--- config.mk ---
export PLATFORM = sky130hd
export DESIGN_NAME = fpm_point_map
export DESIGN_NICKNAME = d
export VERILOG_FILES = /design/src/include/fpm_pkg.sv /design/src/hdl/fpm_addr_decode.sv /design/src/hdl/fpm_point_map.sv
export VERILOG_INCLUDE_DIRS = /design/src /design/src/include
export SDC_FILE = /design/constraint.sdc
export NUM_CORES = 2
export LEC_CHECK = 0
export ABC_AREA = 1
export BUFFER_PORTS_ARGS = -buffer_cell sky130_fd_sc_hd__clkbuf_2
export CORE_MARGIN = 2
export CORE_UTILIZATION = 62
export DETAILED_ROUTE_END_ITERATION = 10
export PLACE_DENSITY_LB_ADDON = 0.08
export SYNTH_ARGS = -nofsm -noshare
export SYNTH_HDL_FRONTEND = slang
export SYNTH_HIERARCHICAL = 1
export SYNTH_SLANG_ARGS = --single-unit
--- constraint.sdc ---
create_clock -name i_core_clk -period 7.15 [get_ports i_core_clk]
set_input_delay 0 -clock i_core_clk [delete_from_list [all_inputs] [get_ports i_core_clk]]
set_output_delay 0 -clock i_core_clk [all_outputs]
set_load 0.005 [all_outputs]
--- src/include/fpm_consts.svh ---
// Constants for the field unit point map decoder: locations, fields, register map
`ifndef FPM_CONSTS_SVH
`define FPM_CONSTS_SVH

// Field unit population
`define FPM_NUM_UNITS        240
`define FPM_UNIT_SPAN        16'h00F0
`define FPM_UNIT_W           8
`define FPM_ADDR_W           16
`define FPM_DATA_W           16

// Host function codes
`define FPM_FC_READ_DISC     8'h02
`define FPM_FC_WRITE_COIL    8'h05
`define FPM_FC_WRITE_MULTI   8'h0F
`define FPM_EXC_ILLEGAL_ADDR 8'h02
`define FPM_EXC_NONE         8'h00

// Discrete input bases; location = base + unit
`define FPM_DISC_OBS_BASE    16'h3E90
`define FPM_DISC_JAM_BASE    16'h3F80
`define FPM_DISC_AUX_BASE    16'h4070
`define FPM_DISC_TRV_BASE    16'h4160
`define FPM_DISC_B26_BASE    16'h4250
`define FPM_DISC_MANU_BASE   16'h4340
`define FPM_DISC_LIMIT_BASE  16'h4430
`define FPM_DISC_RLY4_BASE   16'h4520
`define FPM_DISC_RLY1_BASE   16'h4610
`define FPM_DISC_RLY3_BASE   16'h4700
`define FPM_DISC_RLY2_BASE   16'h47F0
`define FPM_DISC_GROUPS      11
`define FPM_DISC_ALARM_GRPS  4'h7
`define FPM_GRP_W            4

// Coil locations
`define FPM_COIL_PAIR_BASE   16'h0020
`define FPM_COIL_PAIR_FIRST  16'h0021
`define FPM_COIL_PAIR_LAST   16'h0200
`define FPM_COIL_OPEN_BASE   16'h0200
`define FPM_COIL_STOP_BASE   16'h02F0
`define FPM_COIL_CLOSE_BASE  16'h03E0
`define FPM_COIL_SHUT_BASE   16'h04D0
`define FPM_COIL_ALIAS_LAST  16'h05C0

// Relay index on the command port: relay number minus one
`define FPM_RLY_CLOSE        2'h0
`define FPM_RLY_OPEN         2'h1
`define FPM_RLY_STOP         2'h2
`define FPM_RLY_SHUT         2'h3

// Point store word: bits 6..0 alarms 22..28, 10..7 relay coils, 11 general purpose
`define FPM_STORE_W          12
`define FPM_STORE_GP_BIT     11

// Software register indices and fields
`define FPM_REG_ADDR_W       2
`define FPM_REG_CTRL         2'h0
`define FPM_REG_STATUS       2'h1
`define FPM_REG_MASK         2'h2
`define FPM_REG_LAST_CMD     2'h3
`define FPM_CTRL_EN_BIT      0
`define FPM_CTRL_RESET       1'h1
`define FPM_EVT_W            3
`define FPM_EVT_CMD          0
`define FPM_EVT_ILLEGAL      1
`define FPM_EVT_FIELD        2
`define FPM_LAST_CMD_W       11

`endif

--- src/include/fpm_pkg.sv ---
// Types shared by the field unit point map decoder
`default_nettype none
`include "fpm_consts.svh"

package fpm_pkg;

   typedef enum logic [0:0]
   {
      ST_IDLE   = 1'b0,
      ST_ACCESS = 1'b1
   } fpm_state_e;

   typedef struct packed
   {
      fpm_state_e                 state;
      logic                       req_ready;
      logic                       rsp_valid;
      logic                       rsp_bit;
      logic                       rsp_exc;
      logic [7:0]                 rsp_code;
      logic                       acc_legal;
      logic                       acc_read;
      logic [`FPM_GRP_W-1:0]      acc_grp;
      logic [`FPM_UNIT_W-1:0]     acc_unit;
      logic [1:0]                 acc_relay;
      logic                       acc_on;
      logic                       cmd_valid;
      logic [`FPM_UNIT_W-1:0]     cmd_unit;
      logic [1:0]                 cmd_relay;
      logic                       cmd_on;
      logic                       ctrl_en;
      logic [`FPM_EVT_W-1:0]      status;
      logic [`FPM_EVT_W-1:0]      mask;
      logic [`FPM_LAST_CMD_W-1:0] last_cmd;
      logic [`FPM_DATA_W-1:0]     rdata;
      logic                       irq;
   } fpm_state_s;

endpackage
`default_nettype wire

--- src/hdl/fpm_addr_decode.sv ---
// Location and function code decoder for discrete inputs and relay command coils
`timescale 1ns/10ps
`default_nettype none
`include "fpm_consts.svh"

module fpm_addr_decode
(
   input  wire logic [7:0]              i_func,
   input  wire logic [`FPM_ADDR_W-1:0]  i_addr,
   output logic                         o_legal,
   output logic                         o_read,
   output logic [`FPM_GRP_W-1:0]        o_grp,
   output logic [`FPM_UNIT_W-1:0]       o_unit,
   output logic [1:0]                   o_relay
);

   // Base of a discrete group in location order
   function automatic logic [`FPM_ADDR_W-1:0] disc_base(input logic [`FPM_GRP_W-1:0] grp);
      logic [`FPM_ADDR_W-1:0] b;
      b = `FPM_DISC_OBS_BASE;
      unique case (grp)
         4'h0:    b = `FPM_DISC_OBS_BASE;
         4'h1:    b = `FPM_DISC_JAM_BASE;
         4'h2:    b = `FPM_DISC_AUX_BASE;
         4'h3:    b = `FPM_DISC_TRV_BASE;
         4'h4:    b = `FPM_DISC_B26_BASE;
         4'h5:    b = `FPM_DISC_MANU_BASE;
         4'h6:    b = `FPM_DISC_LIMIT_BASE;
         4'h7:    b = `FPM_DISC_RLY4_BASE;
         4'h8:    b = `FPM_DISC_RLY1_BASE;
         4'h9:    b = `FPM_DISC_RLY3_BASE;
         4'hA:    b = `FPM_DISC_RLY2_BASE;
         default: b = `FPM_DISC_OBS_BASE;
      endcase
      return b;
   endfunction

   // Alias coil bands in location order: open, stop, close, shutdown
   function automatic logic [`FPM_ADDR_W-1:0] alias_base(input logic [1:0] k);
      logic [`FPM_ADDR_W-1:0] b;
      b = `FPM_COIL_OPEN_BASE;
      unique case (k)
         2'h0: b = `FPM_COIL_OPEN_BASE;
         2'h1: b = `FPM_COIL_STOP_BASE;
         2'h2: b = `FPM_COIL_CLOSE_BASE;
         2'h3: b = `FPM_COIL_SHUT_BASE;
      endcase
      return b;
   endfunction

   function automatic logic [1:0] alias_relay(input logic [1:0] k);
      logic [1:0] r;
      r = `FPM_RLY_OPEN;
      unique case (k)
         2'h0: r = `FPM_RLY_OPEN;
         2'h1: r = `FPM_RLY_STOP;
         2'h2: r = `FPM_RLY_CLOSE;
         2'h3: r = `FPM_RLY_SHUT;
      endcase
      return r;
   endfunction

   // True when addr lies in base+1 .. base+240
   function automatic logic in_band(input logic [`FPM_ADDR_W-1:0] addr,
                                    input logic [`FPM_ADDR_W-1:0] base);
      return (addr > base) && (addr <= base + `FPM_UNIT_SPAN);
   endfunction

   logic                     is_disc_fc;
   logic                     is_coil_fc;
   logic [`FPM_ADDR_W-1:0]   pair_off;
   logic [`FPM_ADDR_W-1:0]   unit_wide;

   assign is_disc_fc = (i_func == `FPM_FC_READ_DISC);
   assign is_coil_fc = (i_func == `FPM_FC_WRITE_COIL) || (i_func == `FPM_FC_WRITE_MULTI);
   assign pair_off   = i_addr - `FPM_COIL_PAIR_FIRST;

   always_comb
   begin
      o_legal   = 1'b0;
      o_read    = is_disc_fc;
      o_grp     = '0;
      o_relay   = `FPM_RLY_CLOSE;
      unit_wide = '0;
      if (is_disc_fc)
      begin
         for (int g = 0; g < `FPM_DISC_GROUPS; g++)
         begin
            if (in_band(i_addr, disc_base(g[`FPM_GRP_W-1:0])))
            begin
               o_legal   = 1'b1;
               o_grp     = g[`FPM_GRP_W-1:0];
               unit_wide = i_addr - disc_base(g[`FPM_GRP_W-1:0]);
            end
         end
      end
      else if (is_coil_fc)
      begin
         if ((i_addr >= `FPM_COIL_PAIR_FIRST) && (i_addr <= `FPM_COIL_PAIR_LAST))
         begin
            // Odd location closes, the even one after it opens
            o_legal   = 1'b1;
            o_relay   = pair_off[0] ? `FPM_RLY_OPEN : `FPM_RLY_CLOSE;
            unit_wide = {1'b0, pair_off[`FPM_ADDR_W-1:1]} + 16'h0001;
         end
         for (int k = 0; k < 4; k++)
         begin
            if (in_band(i_addr, alias_base(k[1:0])))
            begin
               o_legal   = 1'b1;
               o_relay   = alias_relay(k[1:0]);
               unit_wide = i_addr - alias_base(k[1:0]);
            end
         end
      end
      o_unit = unit_wide[`FPM_UNIT_W-1:0];
   end

endmodule
`default_nettype wire

--- src/hdl/fpm_point_map.sv ---
// Field unit point map: discrete input server, relay command coils, software registers
//
// The address-and-strobe port and the register addresses were decided locally.
`timescale 1ns/10ps
`default_nettype none
`include "fpm_consts.svh"

// Notes on behaviour
// - Alarms and coil status are read-only discretes
// - Unit number runs 1 to 240 inclusive
// - Alarm bits 22 to 27 from 16016+N onward
// - End of travel alarm at 17456 plus N
// - Relay 4, 1, 3 coil status bases
// - Relay 2 status at 18416+N, general units
// - Coil status read one discrete at a time
// - Accept single and multiple coil writes
// - Nonzero write energises the addressed relay
// - Zero write de-energises the addressed relay
// - Close at 32+2N-1, open at 32+2N
// - Alias block from 513 to 1472
// - Alias open, stop, close, shutdown bands
module fpm_point_map
#(
   parameter int NUM_UNITS = `FPM_NUM_UNITS
)
(
   input  wire logic                        i_core_clk,
   input  wire logic                        i_rst_n,
   // Host request, one point per request
   input  wire logic                        i_req_valid,
   input  wire logic [7:0]                  i_req_func,
   input  wire logic [`FPM_ADDR_W-1:0]      i_req_addr,
   input  wire logic [`FPM_DATA_W-1:0]      i_req_wdata,
   output logic                             o_req_ready,
   output logic                             o_rsp_valid,
   output logic                             o_rsp_bit,
   output logic                             o_rsp_exc,
   output logic [7:0]                       o_rsp_exc_code,
   // Field network point updates
   input  wire logic                        i_fld_wr,
   input  wire logic [`FPM_UNIT_W-1:0]      i_fld_unit,
   input  wire logic [6:0]                  i_fld_alarm,
   input  wire logic [3:0]                  i_fld_relay,
   input  wire logic                        i_fld_gp,
   // Relay commands toward the field network
   output logic                             o_cmd_valid,
   output logic [`FPM_UNIT_W-1:0]           o_cmd_unit,
   output logic [1:0]                       o_cmd_relay,
   output logic                             o_cmd_on,
   // Software register port
   input  wire logic [`FPM_REG_ADDR_W-1:0]  i_reg_addr,
   input  wire logic [`FPM_DATA_W-1:0]      i_reg_wdata,
   input  wire logic                        i_reg_wr,
   input  wire logic                        i_reg_rd,
   output logic [`FPM_DATA_W-1:0]           o_reg_rdata,
   output logic                             o_irq
);

   fpm_pkg::fpm_state_s                 st_reg;
   fpm_pkg::fpm_state_s                 st_next;

   // Point store, one word per field unit
   logic [`FPM_STORE_W-1:0]             store_mem [NUM_UNITS];
   logic [NUM_UNITS-1:0]                seen_reg;

   logic                                dec_legal;
   logic                                dec_read;
   logic [`FPM_GRP_W-1:0]               dec_grp;
   logic [`FPM_UNIT_W-1:0]              dec_unit;
   logic [1:0]                          dec_relay;

   logic                                fld_ok;
   logic [`FPM_UNIT_W-1:0]              fld_idx;
   logic [`FPM_STORE_W-1:0]             fld_word;
   logic [`FPM_UNIT_W-1:0]              acc_idx;
   logic [`FPM_STORE_W-1:0]             rd_word;
   logic [`FPM_EVT_W-1:0]               evt_set;
   logic [`FPM_EVT_W-1:0]               evt_clr;

   // Unit number to store index; caller guarantees 1..NUM_UNITS
   function automatic logic [`FPM_UNIT_W-1:0] unit_index(input logic [`FPM_UNIT_W-1:0] unit);
      return unit - 8'h01;
   endfunction

   function automatic logic unit_in_range(input logic [`FPM_UNIT_W-1:0] unit);
      return (unit != 8'h00) && (32'(unit) <= NUM_UNITS);
   endfunction

   fpm_addr_decode u_decode
   (
      .i_func  (i_req_func),
      .i_addr  (i_req_addr),
      .o_legal (dec_legal),
      .o_read  (dec_read),
      .o_grp   (dec_grp),
      .o_unit  (dec_unit),
      .o_relay (dec_relay)
   );

   // Store word laid out in discrete group order: relays 4, 1, 3, 2 above the alarms
   assign fld_ok   = i_fld_wr && unit_in_range(i_fld_unit);
   assign fld_idx  = unit_index(i_fld_unit);
   assign fld_word = {i_fld_gp, i_fld_relay[1], i_fld_relay[2], i_fld_relay[0],
                      i_fld_relay[3], i_fld_alarm};

   always_ff @(posedge i_core_clk)
   begin
      if (!i_rst_n)
      begin
         seen_reg <= '0;
      end
      else if (fld_ok)
      begin
         seen_reg[fld_idx] <= 1'b1;
      end
   end

   always_ff @(posedge i_core_clk)
   begin
      if (fld_ok)
      begin
         store_mem[fld_idx] <= fld_word;
      end
   end

   // Units never reported read as all clear
   assign acc_idx = unit_index(st_reg.acc_unit);
   always_comb
   begin
      rd_word = '0;
      if (st_reg.acc_legal && st_reg.acc_read && seen_reg[acc_idx])
      begin
         rd_word = store_mem[acc_idx];
      end
   end

   // Software write-one-to-clear of status bits
   assign evt_clr = (i_reg_wr && (i_reg_addr == `FPM_REG_STATUS)) ?
                    i_reg_wdata[`FPM_EVT_W-1:0] : '0;

   always_comb
   begin
      st_next           = st_reg;
      st_next.rsp_valid = 1'b0;
      st_next.cmd_valid = 1'b0;
      st_next.rdata     = '0;
      evt_set           = '0;
      evt_set[`FPM_EVT_FIELD] = fld_ok;

      unique case (st_reg.state)
         fpm_pkg::ST_IDLE:
         begin
            if (i_req_valid)
            begin
               st_next.acc_legal = dec_legal;
               st_next.acc_read  = dec_read;
               st_next.acc_grp   = dec_grp;
               st_next.acc_unit  = dec_unit;
               st_next.acc_relay = dec_relay;
               st_next.acc_on    = (i_req_wdata != 16'h0000);
               st_next.state     = fpm_pkg::ST_ACCESS;
            end
         end
         fpm_pkg::ST_ACCESS:
         begin
            st_next.state     = fpm_pkg::ST_IDLE;
            st_next.rsp_valid = 1'b1;
            if (!st_reg.acc_legal)
            begin
               st_next.rsp_exc  = 1'b1;
               st_next.rsp_code = `FPM_EXC_ILLEGAL_ADDR;
               st_next.rsp_bit  = 1'b0;
               evt_set[`FPM_EVT_ILLEGAL] = 1'b1;
            end
            else if (st_reg.acc_read)
            begin
               st_next.rsp_exc  = 1'b0;
               st_next.rsp_code = `FPM_EXC_NONE;
               // Coil status only counts for general purpose units
               if (st_reg.acc_grp < `FPM_DISC_ALARM_GRPS)
               begin
                  st_next.rsp_bit = rd_word[st_reg.acc_grp];
               end
               else
               begin
                  st_next.rsp_bit = rd_word[st_reg.acc_grp] &
                                    rd_word[`FPM_STORE_GP_BIT];
               end
            end
            else
            begin
               // Coil write echoes the written state
               st_next.rsp_exc  = 1'b0;
               st_next.rsp_code = `FPM_EXC_NONE;
               st_next.rsp_bit  = st_reg.acc_on;
               if (st_reg.ctrl_en)
               begin
                  // Each write is a one-shot command; nothing waits for a clear
                  st_next.cmd_valid = 1'b1;
                  st_next.cmd_unit  = st_reg.acc_unit;
                  st_next.cmd_relay = st_reg.acc_relay;
                  st_next.cmd_on    = st_reg.acc_on;
                  st_next.last_cmd  = {st_reg.acc_on, st_reg.acc_relay, st_reg.acc_unit};
                  evt_set[`FPM_EVT_CMD] = 1'b1;
               end
            end
         end
      endcase

      st_next.req_ready = (st_next.state == fpm_pkg::ST_IDLE);

      // Register writes
      if (i_reg_wr)
      begin
         unique case (i_reg_addr)
            `FPM_REG_CTRL:     st_next.ctrl_en = i_reg_wdata[`FPM_CTRL_EN_BIT];
            `FPM_REG_MASK:     st_next.mask    = i_reg_wdata[`FPM_EVT_W-1:0];
            `FPM_REG_STATUS:   st_next.status  = st_reg.status;
            `FPM_REG_LAST_CMD: st_next.last_cmd = st_next.last_cmd;
         endcase
      end

      // New events win over a clear in the same cycle
      st_next.status = (st_reg.status & ~evt_clr) | evt_set;
      st_next.irq    = |(st_next.status & st_next.mask);

      // Read data stands only in the cycle after the strobe
      if (i_reg_rd)
      begin
         unique case (i_reg_addr)
            `FPM_REG_CTRL:
               st_next.rdata = {15'h0000, st_reg.ctrl_en};
            `FPM_REG_STATUS:
               st_next.rdata = {13'h0000, st_reg.status};
            `FPM_REG_MASK:
               st_next.rdata = {13'h0000, st_reg.mask};
            `FPM_REG_LAST_CMD:
               st_next.rdata = {5'h00, st_reg.last_cmd};
         endcase
      end
   end

   always_ff @(posedge i_core_clk)
   begin
      if (!i_rst_n)
      begin
         st_reg           <= '0;
         st_reg.req_ready <= 1'b1;
         st_reg.ctrl_en   <= `FPM_CTRL_RESET;
      end
      else
      begin
         st_reg <= st_next;
      end
   end

   assign o_req_ready    = st_reg.req_ready;
   assign o_rsp_valid    = st_reg.rsp_valid;
   assign o_rsp_bit      = st_reg.rsp_bit;
   assign o_rsp_exc      = st_reg.rsp_exc;
   assign o_rsp_exc_code = st_reg.rsp_code;
   assign o_cmd_valid    = st_reg.cmd_valid;
   assign o_cmd_unit     = st_reg.cmd_unit;
   assign o_cmd_relay    = st_reg.cmd_relay;
   assign o_cmd_on       = st_reg.cmd_on;
   assign o_reg_rdata    = st_reg.rdata;
   assign o_irq          = st_reg.irq;

endmodule
`default_nettype wire

# Yosys cells after proc, flatten, opt, wreduce, memory -nomap -nowiden
# Memory sizes are Yosys's and may differ from the RTL's.
# Index checks and enable logic that the tools add are counted.
dict set report word_totals {
  output_inout_bits 41
  memories 1
  regBits 317
  wordCells 282
  in_bits 84
  mem_bits_rw 2880
}
dict set report op_classes {
  eq_ne 6
  n_bitwise 11
  order_cmp 38
  n_addsub 34
  n_mux 137
  n_reduce_logical 32
}
# memory words word_bits rd rd_clocked_by_memory_dff write_ports line
set memory_table {}
lappend memory_table {store_mem 240 12 1 0 1 fpm_point_map.sv:63} ;# logic [`FPM_STORE_W-1:0] store_mem [NUM_UNITS];
# operator n
set ops {}
lappend ops {{2-to-1 mux 8 bit} 52}
lappend ops {{2-to-1 mux 16 bit} 19}
lappend ops {{adder 16 x 8 -> 16 bit (second input constant)} 15}
lappend ops {{> comparator 16 bit} 15}
lappend ops {{less-or-equal comparator 16 bit} 15}
lappend ops {{OR 240 bit} 1}
lappend ops {{subtractor 8 bit} 15}
lappend ops {{one-hot mux 16 bit (4 select lines)} 1}
lappend ops {{2-to-1 mux 11 bit} 5}
lappend ops {{2-to-1 mux 1 bit} 31}
lappend ops {{2-to-1 mux 12 bit} 2}
lappend ops {{logical AND 1 bit} 22}
lappend ops {{2-to-1 mux 10 bit} 2}
lappend ops {{2-to-1 mux 2 bit} 10}
lappend ops {{< comparator 8 x 9 -> 1 bit (second input constant)} 2}
lappend ops {{2-to-1 mux 3 bit} 6}
lappend ops {{>= comparator 16 x 6 -> 1 bit (second input constant)} 1}
lappend ops {{less-or-equal comparator 16 x 10 -> 1 bit (second input constant)} 1}
lappend ops {{2-to-1 mux 4 bit} 4}
lappend ops {{nonzero test 16 bit} 1}
lappend ops {{subtractor 8 x 1 -> 8 bit (second input constant)} 2}
lappend ops {{2-to-1 mux 14 bit} 1}
lappend ops {{subtractor 9 x 6 -> 9 bit (second input constant)} 1}
lappend ops {{adder 8 x 1 -> 8 bit (second input constant)} 1}
lappend ops {{25 further kinds} 33}

# Depth between registers and ports, before layout
dict set report logic_depth {
  ltp_word 20
  ltp_mapped 28
  depth_no_buf 25
}

# Hierarchy
# The synthesis kept the hierarchy.
# mod area_per_inst_um2 n_inst cells_each seq_area_each_um2
set modules_own_cells {}
lappend modules_own_cells {fpm_point_map 128713.4 1 11368 92348.6}
lappend modules_own_cells {fpm_addr_decode 2506.2 1 475 0.0}

# Worst setup path after synthesis
# OpenSTA, ideal clock, no wires.
dict set report synth_timing {
  kind {reg2reg}
  startpoint {register st_reg[50] (netlist name)}
  endpoint {register st_reg (netlist bit o_rsp_bit)}
  stages_incl_launch_ff 28
  synth_period_minus_slack_ns 3.061
  path_slack_ns 4.089
  arrival_ns 2.930
  cell_sequence {dfxtp_1 > buf_6 > inv_4 > buf_4 > buf_2 > buf_2 > ha_1 > buf_2 > inv_2 > buf_2 > clkbuf_1 > nand3_1 > nand3_1 > nand3_1 > nand3_1 > nand3_1 > nand3_1 > nand3_1 > nand2_1 > nand2_1 > nand2_1 > nand2_1 > a21oi_1 > nor2_1 > nand2_1 > nand2_1 > nand2_1 > a21oi_1}
}
dict set report synth_between {
  elab_chain_len 11
  word_cells_on_any_way 12
  classes_between {add/sub (1); mux (8); bitwise (1); reduce/logical (1); memory (1)}
}
# element line
set synth_lines {}
lappend synth_lines {{start, declared} fpm_point_map.sv:59} ;# fpm_pkg::fpm_state_s st_reg;
lappend synth_lines {{start signal, assigned} fpm_point_map.sv:253} ;# st_reg <= st_next;
lappend synth_lines {{subtractor 8 x 1 -> 8 bit *} fpm_point_map.sv:82} ;# return unit - 8'h01;
lappend synth_lines {{binary-select mux 1 bit (select 8 bit)} fpm_point_map.sv:131} ;# if (st_reg.acc_legal && st_reg.acc_read && seen_reg[acc_idx])
lappend synth_lines {{2-to-1 mux 1 bit (implied by the code)} fpm_point_map.sv:131}
lappend synth_lines {{logical AND 1 bit} fpm_point_map.sv:131}
lappend synth_lines {{2-to-1 mux 12 bit *} fpm_point_map.sv:131}
lappend synth_lines {{binary-select mux 1 bit (select 4 bit)} {fpm_point_map.sv:182, fpm_point_map.sv:186}}
lappend synth_lines {{2-to-1 mux 1 bit (implied by the code)} {fpm_point_map.sv:182, fpm_point_map.sv:186}}
lappend synth_lines {{AND 1 bit} fpm_point_map.sv:186} ;# st_next.rsp_bit = rd_word[st_reg.acc_grp] &
lappend synth_lines {{2-to-1 mux 1 bit *} fpm_point_map.sv:180} ;# if (st_reg.acc_grp < `FPM_DISC_ALARM_GRPS)
lappend synth_lines {{2-to-1 mux 10 bit *} fpm_point_map.sv:175} ;# else if (st_reg.acc_read)
lappend synth_lines {{2-to-1 mux 10 bit *} fpm_point_map.sv:168} ;# if (!st_reg.acc_legal)
# Every way passes the cells marked *; elsewhere a longest branch is shown, timed or not. The select of a mux whose other input is x is not followed.
# A chain may end at the register's enable or synchronous reset.

# Worst setup path in the final report
# Ends and elaborated chain as after synthesis.

==> metrics.txt <==
# TYPE chip_impl_metric gauge
chip_impl_metric{name="chipHeight",unit="um"} 464.1
chip_impl_metric{name="power_leakage",unit="nW"} 50.94
chip_impl_metric{name="floorplan.core_area",unit="um^2"} 210000
chip_impl_metric{name="nNetsFinal",unit=""} 11880
chip_impl_metric{name="syn-instance-count",unit=""} 11840
chip_impl_metric{name="n_fill_cell",unit=""} 15040
chip_impl_metric{name="final_hold_viol_count",unit=""} 0
chip_impl_metric{name="cts_htree_levels",unit=""} 5
chip_impl_metric{name="clock_latency",unit="ps"} 970
chip_impl_metric{name="fin_tns_setup",unit="ps"} 0
chip_impl_metric{name="drt_pass1_iterations",unit=""} 6
chip_impl_metric{name="drive_gt1_frac",unit=""} 0.07985
chip_impl_metric{name="asyncSetResetFlopFracSynth",unit=""} 0
chip_impl_metric{name="first_iter_violations",unit=""} 12280
chip_impl_info{name="timing.setup.critical_path_class",value="reg -> reg"} 1
chip_impl_metric{name="achievable-frequency",unit="MHz"} 202.4
chip_impl_metric{name="yosysUniqueCellTypes",unit=""} 59
chip_impl_metric{name="number_of_enable_flip_flop_cells_after_synthesis",unit=""} 2880
chip_impl_metric{name="post_drt_wl_per_cell",unit="um"} 24.35
chip_impl_metric{name="post_cts.resized_instances",unit=""} 0
chip_impl_info{name="crit_path_cell_trace",value="inv_16 > ha_4 > inv_1 > nand2_1 > nand2_8 > inv_8 > buf_12 > nand3_1 > nand3_1 > nand2_1 > nand2_1 > nand3_1 > a21oi_1 > nand2_1 > nand3_1 > nand3_1 > nand3_1 > nand2_1 > nor2_1 > nand2_1 > nand2_1 > nand2_1 > a21oi_1"} 1
chip_impl_metric{name="slew_worst_pin",unit="ps"} 1380
chip_impl_info{name="critical_path.endpoint_type",value="flop"} 1
chip_impl_metric{name="worst-endpoint-required",unit="ps"} 8030
chip_impl_metric{name="start_util",unit=""} 0.6249
chip_impl_info{name="outcome",value="complete, no violations"} 1
chip_impl_metric{name="drcViolationCount",unit=""} 0
chip_impl_metric{name="hpwl_after_detailed_placement",unit="um"} 197100
chip_impl_metric{name="floorplan.die_area",unit="um^2"} 215300
chip_impl_metric{name="grt_usage",unit=""} 0.3301
chip_impl_metric{name="placement.io_buffers",unit=""} 99
chip_impl_metric{name="postRouteAntennaNets",unit=""} 0
chip_impl_metric{name="std_cell_rows",unit=""} 168
chip_impl_metric{name="dp_slack",unit="ps"} 2382
chip_impl_metric{name="synth_warnings",unit=""} 6
chip_impl_metric{name="slew-limit-headroom",unit=""} 0.07671
chip_impl_metric{name="global_route_wire_length_before_repair",unit="um"} 534300
chip_impl_info{name="critical_path.slowest_cell",value="inv_8"} 1
chip_impl_info{name="hold_wc_path_type",value="in -> reg"} 1
chip_impl_metric{name="cts.sink_count",unit=""} 3173
chip_impl_metric{name="max_stage_delay",unit="ps"} 630
chip_impl_metric{name="clk_pin_slew_worst_paths",unit="ps"} 60
chip_impl_metric{name="synthesis.area_per_instance",unit="um^2"} 11.08
chip_impl_metric{name="vias",unit=""} 90660
chip_impl_info{name="root_buffer",value="clkbuf_16"} 1
chip_impl_metric{name="clock_path_buffers",unit=""} 4
chip_impl_metric{name="postCtsHoldBufs",unit=""} 83
chip_impl_metric{name="post-cts-setup-buffer-count",unit=""} 0
chip_impl_metric{name="flip_flop_count_of_the_largest_register_after_layout",unit=""} 2880
chip_impl_metric{name="fin_worst_skew",unit="ps"} 67.89
chip_impl_metric{name="first_global_vias",unit=""} 84750
chip_impl_metric{name="drt-total-wl",unit="um"} 361100
chip_impl_metric{name="number_of_antenna_violations_at_the_first_check_in_global_routing",unit=""} 14
chip_impl_metric{name="cts_buffers",unit=""} 333
chip_impl_metric{name="finalCriticalPeriod",unit="ps"} 4940
chip_impl_info{name="cts_tree",value="yes"} 1
chip_impl_metric{name="post_synth_instance_area",unit="um^2"} 131200
chip_impl_metric{name="area.growth.synth_to_final",unit="%"} 9.965
chip_impl_metric{name="ys_seq_area_frac",unit=""} 0.7038
chip_impl_info{name="synth_top_flop_cell",value="edfxtp_1"} 1
chip_impl_metric{name="crit_arrival",unit="ps"} 5820
chip_impl_metric{name="boundaryPins",unit=""} 125
chip_impl_info{name="rsz0062_at_grt",value="false"} 1
chip_impl_metric{name="report.power.total",unit="mW"} 37.38
chip_impl_metric{name="maxCapViolations",unit=""} 0
chip_impl_metric{name="grt_start_max_net_pins",unit=""} 205
chip_impl_metric{name="final_count_of_pins_violating_max_slew",unit=""} 0
chip_impl_info{name="crit_path_frequent_cell",value="nand2_1"} 1
chip_impl_metric{name="ys_ff_latch",unit=""} 3173
chip_impl_metric{name="floorplan.die.width",unit="um"} 464.1
chip_impl_metric{name="grt_overflow_total",unit=""} 0
chip_impl_metric{name="path_max_fanout",unit=""} 91
chip_impl_metric{name="period_share",unit=""} 0.6908
chip_impl_metric{name="finalWeightedCongestion",unit=""} 0.9137
chip_impl_metric{name="layout_setup_ws",unit="ps"} 2210
chip_impl_metric{name="vdd_ir_drop_max",unit="mV"} 0.3100
chip_impl_info{name="startpoint_type",value="flop"} 1
chip_impl_metric{name="drt-vias-per-instance",unit=""} 6.113
chip_impl_metric{name="setup_viol",unit=""} 0
chip_impl_metric{name="power_density",unit="nW/um^2"} 259.1
[kinds of logic after synthesis]
group	share of synthesized area
buffers and inverters	0.03592
and+or+nand+nor	0.2448
adders and majority gates	0.002002
AOI/OAI and AO/OA	0.01233
DFF	0.7038
muxes	0.00007628
xor gates and xnor gates	0.001116
other	0.00002858
[cell type report]
| cell class | instances | area (um^2) | area share |
|---|---|---|---|
| tap | 2805 | 3510 | 0.02432 |
| multi-input combinational | 7713 | 34290 | 0.2376 |
| timing repair buffer | 375 | 3321 | 0.02301 |
| clock inverter | 123 | 998.5 | 0.006920 |
| sequential | 3173 | 92350 | 0.6400 |
| clock buffer | 461 | 9106 | 0.06311 |
| antenna | 4 | 10.01 | 0.00006937 |
| inverter | 177 | 710.7 | 0.004925 |
[through the flow]
stage | utilization | instance area (um^2) | hold WS [ps] | cells
after floorplan | - | 131300 | 98.87 | 11850
after global placement | 0.6349 | 133300 | 295.4 | 14160
after detailed placement | 0.6349 | 133300 | 303.1 | 14160
after CTS | 0.6870 | 144300 | 22.84 | 14820
after global routing | 0.6871 | 144300 | 136.4 | 14830
final | 0.6871 | 144300 | 66.69 | 14830
[final timing paths]
kind | startpoint | end | slack (ps) | cells past startpoint
hold / removal | i_req_addr[15] | st_reg[55]$_SDFFE_PN0P_ | 70 | 13
setup / recovery | st_reg[50]$_SDFFE_PN0P_ | o_rsp_bit$_SDFFE_PN0P_ | 2210 | 23
setup reg to reg | st_reg[50]$_SDFFE_PN0P_ | o_rsp_bit$_SDFFE_PN0P_ | 2210 | 23
hold reg to reg | st_reg[49]$_SDFFE_PN0P_ | st_reg[26]$_SDFFE_PN0P_ | 450 | 2
[worst max-delay path, delay by kind of cell (launching register included)]
family	cells	cell delay, ps
simple gates	16	2280
buf+inv	4	1240
compound gates	2	570
flops	1	390
fa+ha+maj	1	200
[power by group]
group	leakage, nW	internal [mW]	switching, mW
Combinational	17.7	0.140	0.640
Clock	4.97	9.43	6.90
Sequential	28.2	20.3	0.0135
Total	50.9	29.8	7.55
[cell usage after synthesis (all sizes together), types with 2 or more instances]
| master | n | area, um^2 |
|---|---|---|
| a21oi | 101 | 505.5 |
| o21ai | 130 | 669.4 |
| o31ai | 4 | 30.03 |
| dfxtp | 293 | 5866 |
| nand3 | 2858 | 14330 |
| a21o | 2 | 15.01 |
| nor2 | 957 | 4218 |
| xor2 | 12 | 120.1 |
| o211ai | 23 | 172.7 |
| nor3 | 19 | 126.4 |
| clkbuf | 154 | 578.1 |
| xnor2 | 3 | 26.28 |
| o22ai | 6 | 37.54 |
| a221oi | 2 | 17.52 |
| ha | 21 | 262.8 |
| nand2 | 3515 | 13250 |
| inv | 173 | 651.9 |
| or2 | 4 | 27.53 |
| clkinv | 4 | 20.02 |
| edfxtp | 2880 | 86480 |
| o21a | 5 | 37.54 |
| a21boi | 2 | 15.02 |
| buf | 637 | 3463 |
| nand4 | 16 | 100.1 |
| nor4 | 6 | 43.79 |
| a31oi | 3 | 18.77 |
[layout by cell type, fill, tap and decap left out, types with 20 or more instances in the layout]
cell,count
dlygate4sd3_1,83
buf_12,34
nor2_4,61
nor2_1,826
inv_2,48
dfxtp_1,292
clkinv_1,50
nand2_1,3494
edfxtp_1,2880
a21oi_1,101
ha_1,20
clkinv_2,53
clkbuf_16,337
clkbuf_8,20
nand3_1,2852
nor2_2,70
inv_1,120
clkbuf_2,87
o211ai_1,23
o21ai_0,113
clkbuf_1,102
buf_4,159
[layer usage]
layer  vias up  GRT usage  routed length (um)
met3       772    0.05664               36040
met2      4910     0.5027              165800
met5         -          0                  36
li1      41050          -                   -
met1     43920     0.4708              142300
met4         6     0.1483               16910
No activity file was read; power rests on OpenSTA's default activity.
